File: src/rtl/apt_reg_map.vh
// Register map, field positions, reset values and encodings of the
// ambient/proximity threshold debounce block.
// Assumes a 32-bit classic Wishbone bus; each 8-bit register takes one word.
`ifndef APT_REG_MAP_VH
`define APT_REG_MAP_VH

// Register indices; byte address is four times the index.
`define APT_IDX_RANGE_CFG 6'h12
`define APT_IDX_AMB_HYST 6'h16
`define APT_IDX_PROX_HYST 6'h17
`define APT_IDX_PROX_PERSIST 6'h18
`define APT_IDX_AMB_PERSIST 6'h19
`define APT_IDX_IRQ_STATUS 6'h20
`define APT_IDX_IRQ_MASK 6'h21
`define APT_IDX_LIVE_STATE 6'h22

// Word index sits above the two byte-offset bits of the address.
`define APT_ADR_IDX_MSB 7
`define APT_ADR_IDX_LSB 2

// Reset values.
`define APT_RST_RANGE_CFG 8'h00
`define APT_RST_AMB_HYST 8'h48
`define APT_RST_PROX_HYST 8'h48
`define APT_RST_PROX_PERSIST 8'h03
`define APT_RST_AMB_PERSIST 8'h03
`define APT_RST_IRQ_STATUS 5'h00
`define APT_RST_IRQ_MASK 5'h00

// Field positions.
`define APT_HIGH_RANGE_BIT 5
`define APT_HIGH_RANGE_MASK 8'h20

// Channel numbering of status, mask and live state bits.
`define APT_NUM_CH 5
`define APT_CH_AMB_LOW 0
`define APT_CH_AMB_HIGH 1
`define APT_CH_PROX_FIRST 2

// Compressed format: high nibble exponent, low nibble mantissa.
`define APT_CMP_HIDDEN 5'h10
`define APT_CMP_SHIFT 4

`endif

File: src/rtl/apt_hyst_compare.v
// Compares one 16-bit sample with one threshold widened by a hysteresis band.
// Assumes the sample, threshold and hysteresis code are stable while valid.
`timescale 1ns/1ps
`include "apt_reg_map.vh"

module apt_hyst_compare #(
    parameter BELOW = 0
) (
    input wire [15:0] sample,
    input wire [15:0] threshold,
    input wire [7:0] hyst_code,
    input wire state,
    output wire pass
);

    // Expands the 8-bit compressed code to a 16-bit count; 0x48 gives 24.
    function [15:0] apt_expand;
        input [7:0] code;
        reg [19:0] wide;
        begin
            wide = {15'h0000, `APT_CMP_HIDDEN | {1'b0, code[3:0]}} << code[7:4];
            apt_expand = wide[19:4];
        end
    endfunction

    wire [16:0] hyst = {1'b0, apt_expand(hyst_code)};
    wire [16:0] upper = {1'b0, threshold} + hyst;
    wire [16:0] lower = ({1'b0, threshold} > hyst) ? {1'b0, threshold} - hyst : 17'h00000;
    wire [16:0] smp = {1'b0, sample};
    wire go_high = smp > upper;
    wire go_low = smp < lower;

    // Out of the band in the direction that would change the state.
    assign pass = (BELOW != 0) ? (state ? go_high : go_low) : (state ? go_low : go_high);

endmodule // apt_hyst_compare

File: src/rtl/apt_persist_filter.v
// Holds one channel's status and changes it only after a persistent run.
// Assumes sample_valid is a one-cycle pulse per new measurement.
`timescale 1ns/1ps
`include "apt_reg_map.vh"

module apt_persist_filter (
    input wire clk,
    input wire rst_n,
    input wire sample_valid,
    input wire pass,
    input wire [7:0] persist_mask,
    output reg state_r,
    output reg change_r
);

    reg [7:0] hist_r;
    wire [7:0] hist_nxt = {hist_r[6:0], pass};
    // A zero mask would flip status on every sample, so the newest sample is always required.
    wire [7:0] need = persist_mask | 8'h01;
    wire fire = sample_valid && ((hist_nxt & need) == need);

    always @(posedge clk or negedge rst_n) begin
        if (!rst_n) begin
            hist_r <= 8'h00;
            state_r <= 1'b0;
            change_r <= 1'b0;
        end else begin
            change_r <= fire;
            if (fire) begin
                // The run restarts so the way back needs its own run.
                hist_r <= 8'h00;
                state_r <= ~state_r;
            end else if (sample_valid) begin
                hist_r <= hist_nxt;
            end
        end
    end

endmodule // apt_persist_filter

File: src/rtl/apt_threshold_debounce.v
// Ambient range select, hysteresis and persistence for ambient and
// proximity threshold status, with a classic Wishbone register port.
// Assumes measurements and thresholds arrive synchronous to CORE_CLK.
//
// Functional notes
// - Bit 5 of the visible range word picks normal (0) or high signal range with gain over 14.5 (1).
// - On sequencer revision A02 or earlier the visible range choice also drives infrared measurements.
// - The ambient hysteresis widens both the ambient low and the ambient high threshold.
// - The ambient hysteresis is an 8-bit compressed code for a 16-bit count, 0x48 being 24 codes.
// - The proximity hysteresis, in the same format, widens all three proximity thresholds.
// - Proximity status changes only after the run of samples the proximity persistence asks for.
// - Ambient status changes only after the run of samples the ambient persistence asks for.
`timescale 1ns/1ps
`include "apt_reg_map.vh"

module apt_threshold_debounce (
    input wire CORE_CLK,
    input wire RESET_N,
    input wire WB_CYC_I,
    input wire WB_STB_I,
    input wire WB_WE_I,
    input wire [7:0] WB_ADR_I,
    input wire [3:0] WB_SEL_I,
    input wire [31:0] WB_DAT_I,
    output reg [31:0] WB_DAT_O,
    output reg WB_ACK_O,
    input wire LEGACY_SEQUENCER,
    input wire AMBIENT_VALID,
    input wire [15:0] VISIBLE_AMBIENT_MEASUREMENT,
    input wire [15:0] AMBIENT_LOW_THRESHOLD,
    input wire [15:0] AMBIENT_HIGH_THRESHOLD,
    input wire PROXIMITY_VALID,
    input wire [15:0] PROXIMITY_SAMPLE_FIRST,
    input wire [15:0] PROXIMITY_SAMPLE_SECOND,
    input wire [15:0] PROXIMITY_SAMPLE_THIRD,
    input wire [15:0] PROXIMITY_THRESHOLD_FIRST,
    input wire [15:0] PROXIMITY_THRESHOLD_SECOND,
    input wire [15:0] PROXIMITY_THRESHOLD_THIRD,
    output reg VISIBLE_HIGH_RANGE_SELECT,
    output reg INFRARED_HIGH_RANGE_SELECT,
    output wire AMBIENT_BELOW_LOW,
    output wire AMBIENT_ABOVE_HIGH,
    output wire [2:0] PROXIMITY_NEAR,
    output wire IRQ
);

    reg [7:0] range_cfg_r;
    reg [7:0] amb_hyst_r;
    reg [7:0] prox_hyst_r;
    reg [7:0] prox_persist_r;
    reg [7:0] amb_persist_r;
    reg [4:0] irq_status_r;
    reg [4:0] irq_mask_r;
    reg [4:0] irq_status_nxt;
    reg [31:0] rd_nxt;

    wire [5:0] idx = WB_ADR_I[`APT_ADR_IDX_MSB:`APT_ADR_IDX_LSB];
    wire req = WB_CYC_I && WB_STB_I;
    // Writes land on the edge after the one that shows ack to the master.
    wire wr_en = req && WB_WE_I && WB_ACK_O && WB_SEL_I[0];
    wire [7:0] wd = WB_DAT_I[7:0];

    // Per channel: sample, threshold, hysteresis, persistence, validity.
    wire [15:0] ch_sample [0:`APT_NUM_CH-1];
    wire [15:0] ch_thresh [0:`APT_NUM_CH-1];
    wire [`APT_NUM_CH-1:0] ch_valid;
    wire [`APT_NUM_CH-1:0] ch_pass;
    wire [`APT_NUM_CH-1:0] ch_state;
    wire [`APT_NUM_CH-1:0] ch_change;

    assign ch_sample[0] = VISIBLE_AMBIENT_MEASUREMENT;
    assign ch_sample[1] = VISIBLE_AMBIENT_MEASUREMENT;
    assign ch_sample[2] = PROXIMITY_SAMPLE_FIRST;
    assign ch_sample[3] = PROXIMITY_SAMPLE_SECOND;
    assign ch_sample[4] = PROXIMITY_SAMPLE_THIRD;
    assign ch_thresh[0] = AMBIENT_LOW_THRESHOLD;
    assign ch_thresh[1] = AMBIENT_HIGH_THRESHOLD;
    assign ch_thresh[2] = PROXIMITY_THRESHOLD_FIRST;
    assign ch_thresh[3] = PROXIMITY_THRESHOLD_SECOND;
    assign ch_thresh[4] = PROXIMITY_THRESHOLD_THIRD;
    assign ch_valid = {{3{PROXIMITY_VALID}}, {2{AMBIENT_VALID}}};

    genvar g;
    generate
        for (g = 0; g < `APT_NUM_CH; g = g + 1) begin : g_ch
            // Channels below the proximity group use the ambient settings.
            localparam IS_AMB = (g < `APT_CH_PROX_FIRST);
            apt_hyst_compare #(
                .BELOW(g == `APT_CH_AMB_LOW)
            ) u_cmp (
                .sample(ch_sample[g]),
                .threshold(ch_thresh[g]),
                .hyst_code(IS_AMB ? amb_hyst_r : prox_hyst_r),
                .state(ch_state[g]),
                .pass(ch_pass[g])
            );
            apt_persist_filter u_pst (
                .clk(CORE_CLK),
                .rst_n(RESET_N),
                .sample_valid(ch_valid[g]),
                .pass(ch_pass[g]),
                .persist_mask(IS_AMB ? amb_persist_r : prox_persist_r),
                .state_r(ch_state[g]),
                .change_r(ch_change[g])
            );
        end
    endgenerate

    assign AMBIENT_BELOW_LOW = ch_state[`APT_CH_AMB_LOW];
    assign AMBIENT_ABOVE_HIGH = ch_state[`APT_CH_AMB_HIGH];
    assign PROXIMITY_NEAR = ch_state[`APT_NUM_CH-1:`APT_CH_PROX_FIRST];
    assign IRQ = |(irq_status_r & irq_mask_r);

    // A status change in the same cycle as a write-one clear stays set.
    always @* begin
        irq_status_nxt = irq_status_r;
        if (wr_en && idx == `APT_IDX_IRQ_STATUS) begin
            irq_status_nxt = irq_status_nxt & ~wd[`APT_NUM_CH-1:0];
        end
        irq_status_nxt = irq_status_nxt | ch_change;
    end

    always @* begin
        rd_nxt = 32'h00000000;
        case (idx)
            `APT_IDX_RANGE_CFG: rd_nxt[7:0] = range_cfg_r;
            `APT_IDX_AMB_HYST: rd_nxt[7:0] = amb_hyst_r;
            `APT_IDX_PROX_HYST: rd_nxt[7:0] = prox_hyst_r;
            `APT_IDX_PROX_PERSIST: rd_nxt[7:0] = prox_persist_r;
            `APT_IDX_AMB_PERSIST: rd_nxt[7:0] = amb_persist_r;
            `APT_IDX_IRQ_STATUS: rd_nxt[`APT_NUM_CH-1:0] = irq_status_r;
            `APT_IDX_IRQ_MASK: rd_nxt[`APT_NUM_CH-1:0] = irq_mask_r;
            `APT_IDX_LIVE_STATE: rd_nxt[`APT_NUM_CH-1:0] = ch_state;
            default: rd_nxt = 32'h00000000;
        endcase
    end

    // One wait state: ack rises the cycle after the request and drops after one cycle.
    always @(posedge CORE_CLK or negedge RESET_N) begin
        if (!RESET_N) begin
            WB_ACK_O <= 1'b0;
            WB_DAT_O <= 32'h00000000;
        end else begin
            WB_ACK_O <= req && !WB_ACK_O;
            if (req && !WB_ACK_O) begin
                WB_DAT_O <= rd_nxt;
            end
        end
    end

    always @(posedge CORE_CLK or negedge RESET_N) begin
        if (!RESET_N) begin
            range_cfg_r <= `APT_RST_RANGE_CFG;
            amb_hyst_r <= `APT_RST_AMB_HYST;
            prox_hyst_r <= `APT_RST_PROX_HYST;
            prox_persist_r <= `APT_RST_PROX_PERSIST;
            amb_persist_r <= `APT_RST_AMB_PERSIST;
            irq_status_r <= `APT_RST_IRQ_STATUS;
            irq_mask_r <= `APT_RST_IRQ_MASK;
        end else begin
            irq_status_r <= irq_status_nxt;
            if (wr_en) begin
                case (idx)
                    // Reserved bits of the range word are kept at zero.
                    `APT_IDX_RANGE_CFG: range_cfg_r <= wd & `APT_HIGH_RANGE_MASK;
                    `APT_IDX_AMB_HYST: amb_hyst_r <= wd;
                    `APT_IDX_PROX_HYST: prox_hyst_r <= wd;
                    `APT_IDX_PROX_PERSIST: prox_persist_r <= wd;
                    `APT_IDX_AMB_PERSIST: amb_persist_r <= wd;
                    `APT_IDX_IRQ_MASK: irq_mask_r <= wd[`APT_NUM_CH-1:0];
                    default: irq_mask_r <= irq_mask_r;
                endcase
            end
        end
    end

    // Range selects are registered so the converter sees glitch-free levels.
    always @(posedge CORE_CLK or negedge RESET_N) begin
        if (!RESET_N) begin
            VISIBLE_HIGH_RANGE_SELECT <= 1'b0;
            INFRARED_HIGH_RANGE_SELECT <= 1'b0;
        end else begin
            VISIBLE_HIGH_RANGE_SELECT <= range_cfg_r[`APT_HIGH_RANGE_BIT];
            // Later sequencers keep infrared in normal range from this block.
            INFRARED_HIGH_RANGE_SELECT <= LEGACY_SEQUENCER &&
                range_cfg_r[`APT_HIGH_RANGE_BIT];
        end
    end

endmodule // apt_threshold_debounce

File: config.mk
export PLATFORM = sky130hd
export DESIGN_NAME = apt_threshold_debounce
export DESIGN_NICKNAME = d
export VERILOG_FILES = /design/src/rtl/apt_hyst_compare.v /design/src/rtl/apt_persist_filter.v /design/src/rtl/apt_threshold_debounce.v
export VERILOG_INCLUDE_DIRS = /design/src /design/src/rtl
export SDC_FILE = /design/constraint.sdc
export NUM_CORES = 1
export LEC_CHECK = 0
export BUFFER_PORTS_ARGS = -buffer_cell sky130_fd_sc_hd__buf_2
export CAP_MARGIN = 15
export CORE_MARGIN = 2
export CORE_UTILIZATION = 40
export CTS_BUF_LIST = sky130_fd_sc_hd__clkbuf_2
export DETAILED_ROUTE_END_ITERATION = 16
export SLEW_MARGIN = 30
export SYNTH_ARGS = -nofsm -noshare
export SYNTH_HDL_FRONTEND = slang
export SYNTH_SLANG_ARGS = --single-unit
File: constraint.sdc
create_clock -name CORE_CLK -period 7.1 [get_ports CORE_CLK]
set_clock_uncertainty 0.05 [all_clocks]
set_input_delay 1.42 -clock CORE_CLK [delete_from_list [all_inputs] [get_ports CORE_CLK]]
set_output_delay 1.42 -clock CORE_CLK [all_outputs]
set_load 0.02 [all_outputs]
==> impl_metrics.py <==
metrics = {
    "status": {
        "status": "completed",
    },
    "yosys": {
        "yosys.cell_count.top_type": "ha_1",
        "ys_warn_count": 0,
        "synth-seq-area-share": 0.149,
        "syn_area_um2": 16700,
        "ys.flop_type": "dfrtp_1",
        "yosys.area.top_type_share": 0.249,
        "yosys-top-cells-area": "ha_1, dfrtp_1, a21oi_1",
        "synth_edf_count": 0,
        "postSynthCellCount": 2067,
        "synth-seq-cells": 99,
        "synth_common_cells": "ha_1, nand2_1, a21oi_1",
        "ys_async_sr_fraction": 1.00,
        "synth.distinct_cells": 93,
        "avgSynthCellArea_um2": 8.07,
        "yosysTopAreaCell": "ha_1",
    },
    "grt": {
        "grt_max_degree": 81,
        "track_usage": 0.227,
        "gr-total-overflow": 0,
        "antenna_found_initial": 5,
        "grt_pass1_wl_um": 79000,
        "grt_pass1_vias": 15100,
    },
    "timing": {
        "fin_crit_ns": 6.31,
        "rsz0062_at_grt": "no",
        "period_share": 0.889,
        "relSlewSlack": 0.421,
        "hold_viol_final": 0,
        "worst_pin_slew_ns": 0.861,
        "setup_viol": 0,
        "slew_violations": 0,
        "fmax_mhz": 158,
        "setup-tns-final_ns": 0,
    },
    "setup_path": {
        "cp_data_arrival_time_ns": 6.75,
        "crit_path_cell_trace": "mux2i_1 > nand2_1 > o21ai_0 > nor2_1 > a21oi_1 > nor2_1 > ha_1 > nor2b_1 > o311ai_0 > a21oi_1 > a311oi_1 > o41ai_1 > a21oi_1 > o21bai_1 > xor2_1 > ha_1 > nand3_1 > nor2_1 > a32o_1 > a211o_1 > a211oi_1 > a31oi_1 > a21oi_1 > nor2_1",
        "r2r_cells": 24,
        "r2r_end": "g_ch[2].u_pst.hist_r[2]$_DFFE_PN0P_",
        "worst_setup_path_end_kind": "flop",
        "startpoint_type": "flop",
        "slowest_delay_ns": 0.72,
        "crit_type": "flop to flop",
        "crit_fanout": 13,
        "path_delay_family": "compound AO/OA/AOI/OAI gates",
        "slowest_stage": "o41ai_1",
        "r2r_start": "prox_hyst_r[4]$_DFFE_PN0P_",
        "r2r_slack_ns": 0.79,
        "required_ns": 7.54,
        "crit_buf_inv": 0,
    },
    "power": {
        "pwr-share-comb": 0.486,
        "clkPwrFrac": 0.158,
        "switching_power_mw": 0.816,
        "swShare": 0.421,
        "p_int_mw": 1.12,
        "p_seq_frac": 0.356,
        "p_per_area_nw_per_um2": 108,
        "p_leak_nw": 8.79,
        "peakVddDrop_uv": 71.1,
    },
    "clock_network": {
        "path_clk_slew_ns": 0.27,
        "clock_latency_ns": 0.58,
        "h-tree-depth": 3,
        "post-cts-setup-buffers": 0,
        "cts_hold_buffers": 0,
        "cts_tree": "yes",
        "cts_sinks": 99,
        "cts_root_buf": "clkbuf_2",
        "cts_inserted_buffers": 9,
        "cts_max_path_buffers": 2,
        "cts_resized": 0,
    },
    "routing": {
        "ant_nets": 0,
        "routed_wl_um": 50300,
        "vias": 15300,
        "dr.pass1.iters": 5,
        "drc": 0,
        "drtIter0Drc": 1028,
        "wl_per_cell_um": 18.4,
        "viasPerCell": 5.62,
    },
    "floorplan": {
        "num_rows": 74,
        "io-pin-count": 237,
        "start_util": 0.407,
        "coreArea_um2": 41000,
        "fp.dieW_um": 208,
        "dieArea_um2": 43300,
        "die_y_um": 208,
    },
    "finish": {
        "drive_above_1_share": 0.131,
        "seqCellArea_um2": 2490,
        "final_util": 0.439,
        "fillers": 4216,
        "final_nets": 2727,
        "area_growth_pct": 8.01,
        "multi_input_area_um2": 13200,
    },
    "place": {
        "gp_congestion": 0.940,
        "dp_hpwl_um": 43200,
        "place.port_buffers": 183,
    },
    "hold_path": {
        "min_path_cells": 1,
        "min-delay-start": "g_ch[3].u_pst.change_r$_DFF_PN0_",
        "holdPathEnd": "irq_status_r[3]$_DFF_PN0_",
        "holdCritPathClass": "flop to flop",
    },
    "run": {
        "drv_cap": 0,
    },
}
## area by class of cell
cell class | count | area share
Multi-Input combinational cell | 1746 | 0.734
Sequential cell | 99 | 0.138
Timing Repair Buffer | 186 | 0.0525
Tap cell | 532 | 0.0370
Inverter | 147 | 0.0306
Clock inverter | 7 | 0.00500
Clock buffer | 9 | 0.00250
Antenna cell | 2 | 0.000278
## per-layer routing
metal | share of wire | routed length, µm | up-vias | track usage
li1 | - | - | 7646 | -
met4 | 0.026 | 1300 | 6 | 0.0608
met2 | 0.47 | 23500 | 378 | 0.387
met1 | 0.47 | 23500 | 7242 | 0.304
met3 | 0.039 | 1950 | 68 | 0.0254
met5 | 0.00076 | 38 | - | 0
## how the worst max path moves through the flow
| stage | slack (ns) | depth (start not counted) | to | startpoint |
|---|---|---|---|---|
| 2_1_floorplan | 1.87 | 19 | g_ch[1].u_pst.hist_r[0]$_DFFE_PN0P_ | AMBIENT_HIGH_THRESHOLD[2] |
| 3_3_place_gp | 0.91 | 24 | g_ch[2].u_pst.hist_r[2]$_DFFE_PN0P_ | prox_hyst_r[4]$_DFFE_PN0P_ |
| 3_5_place_dp | 0.88 | 24 | g_ch[2].u_pst.hist_r[2]$_DFFE_PN0P_ | prox_hyst_r[4]$_DFFE_PN0P_ |
| 4_1_cts | 0.83 | 24 | g_ch[2].u_pst.hist_r[2]$_DFFE_PN0P_ | prox_hyst_r[4]$_DFFE_PN0P_ |
| 5_1_grt | 0.27 | 24 | g_ch[2].u_pst.hist_r[5]$_DFFE_PN0P_ | prox_hyst_r[4]$_DFFE_PN0P_ |
| 6_report | 0.79 | 24 | g_ch[2].u_pst.hist_r[2]$_DFFE_PN0P_ | prox_hyst_r[4]$_DFFE_PN0P_ |
## layout by cell type (no fill, tap or decap), drive strengths merged, types with 30 or more instances in the layout
master  count
xnor2      80
buf       186
nand2b     64
o21ai      95
ha        332
nand3      39
o21bai     30
mux2i      35
inv       148
nor2b      44
dfrtp      91
nor3       34
nor2      130
xor2       41
mux2       40
a21oi     168
nand2     189
a21o       57
## per-stage QoR
stage	total power [mW]	cells	hold WS, ns	instance area, µm²	setup slack [ns]
floorplan	1.34	2090	0.332	16800	1.87
global placement	1.61	2710	0.360	17900	0.909
detailed placement	1.63	2710	0.376	17900	0.883
CTS	1.94	2726	0.430	18000	0.833
global route	2.09	2728	0.436	18000	0.267
finish	1.94	2728	0.424	18000	0.791
## registers in the layout, summed over array words and instances, names as in the netlist
name                        flops
g_ch.u_pst.state_r              5
irq_status_r                    5
g_ch.u_pst.hist_r              35
WB_ACK_O                        1
INFRARED_HIGH_RANGE_SELECT      1
amb_hyst_r                      8
prox_hyst_r                     8
g_ch.u_pst.change_r             5
prox_persist_r                  8
amb_persist_r                   8
irq_mask_r                      5
VISIBLE_HIGH_RANGE_SELECT       1
range_cfg_r                     1
WB_DAT_O                        8
## power groups by stage
stage	sequential, mW	combinational, mW	clock (mW)
floorplan	0.675	0.666	0
global placement	0.698	0.912	0
detailed placement	0.699	0.935	0
CTS	0.689	0.940	0.311
global route	0.697	1.06	0.335
finish	0.690	0.942	0.306
## kinds of logic after synthesis
family | share of synthesized area
other cells | 0.000225
flops | 0.149
simple gates | 0.187
fa+ha+maj | 0.261
buf+inv | 0.0634
xor+xnor | 0.0636
compound gates | 0.228
mux | 0.0480
(Power assumes the default switching activity.)
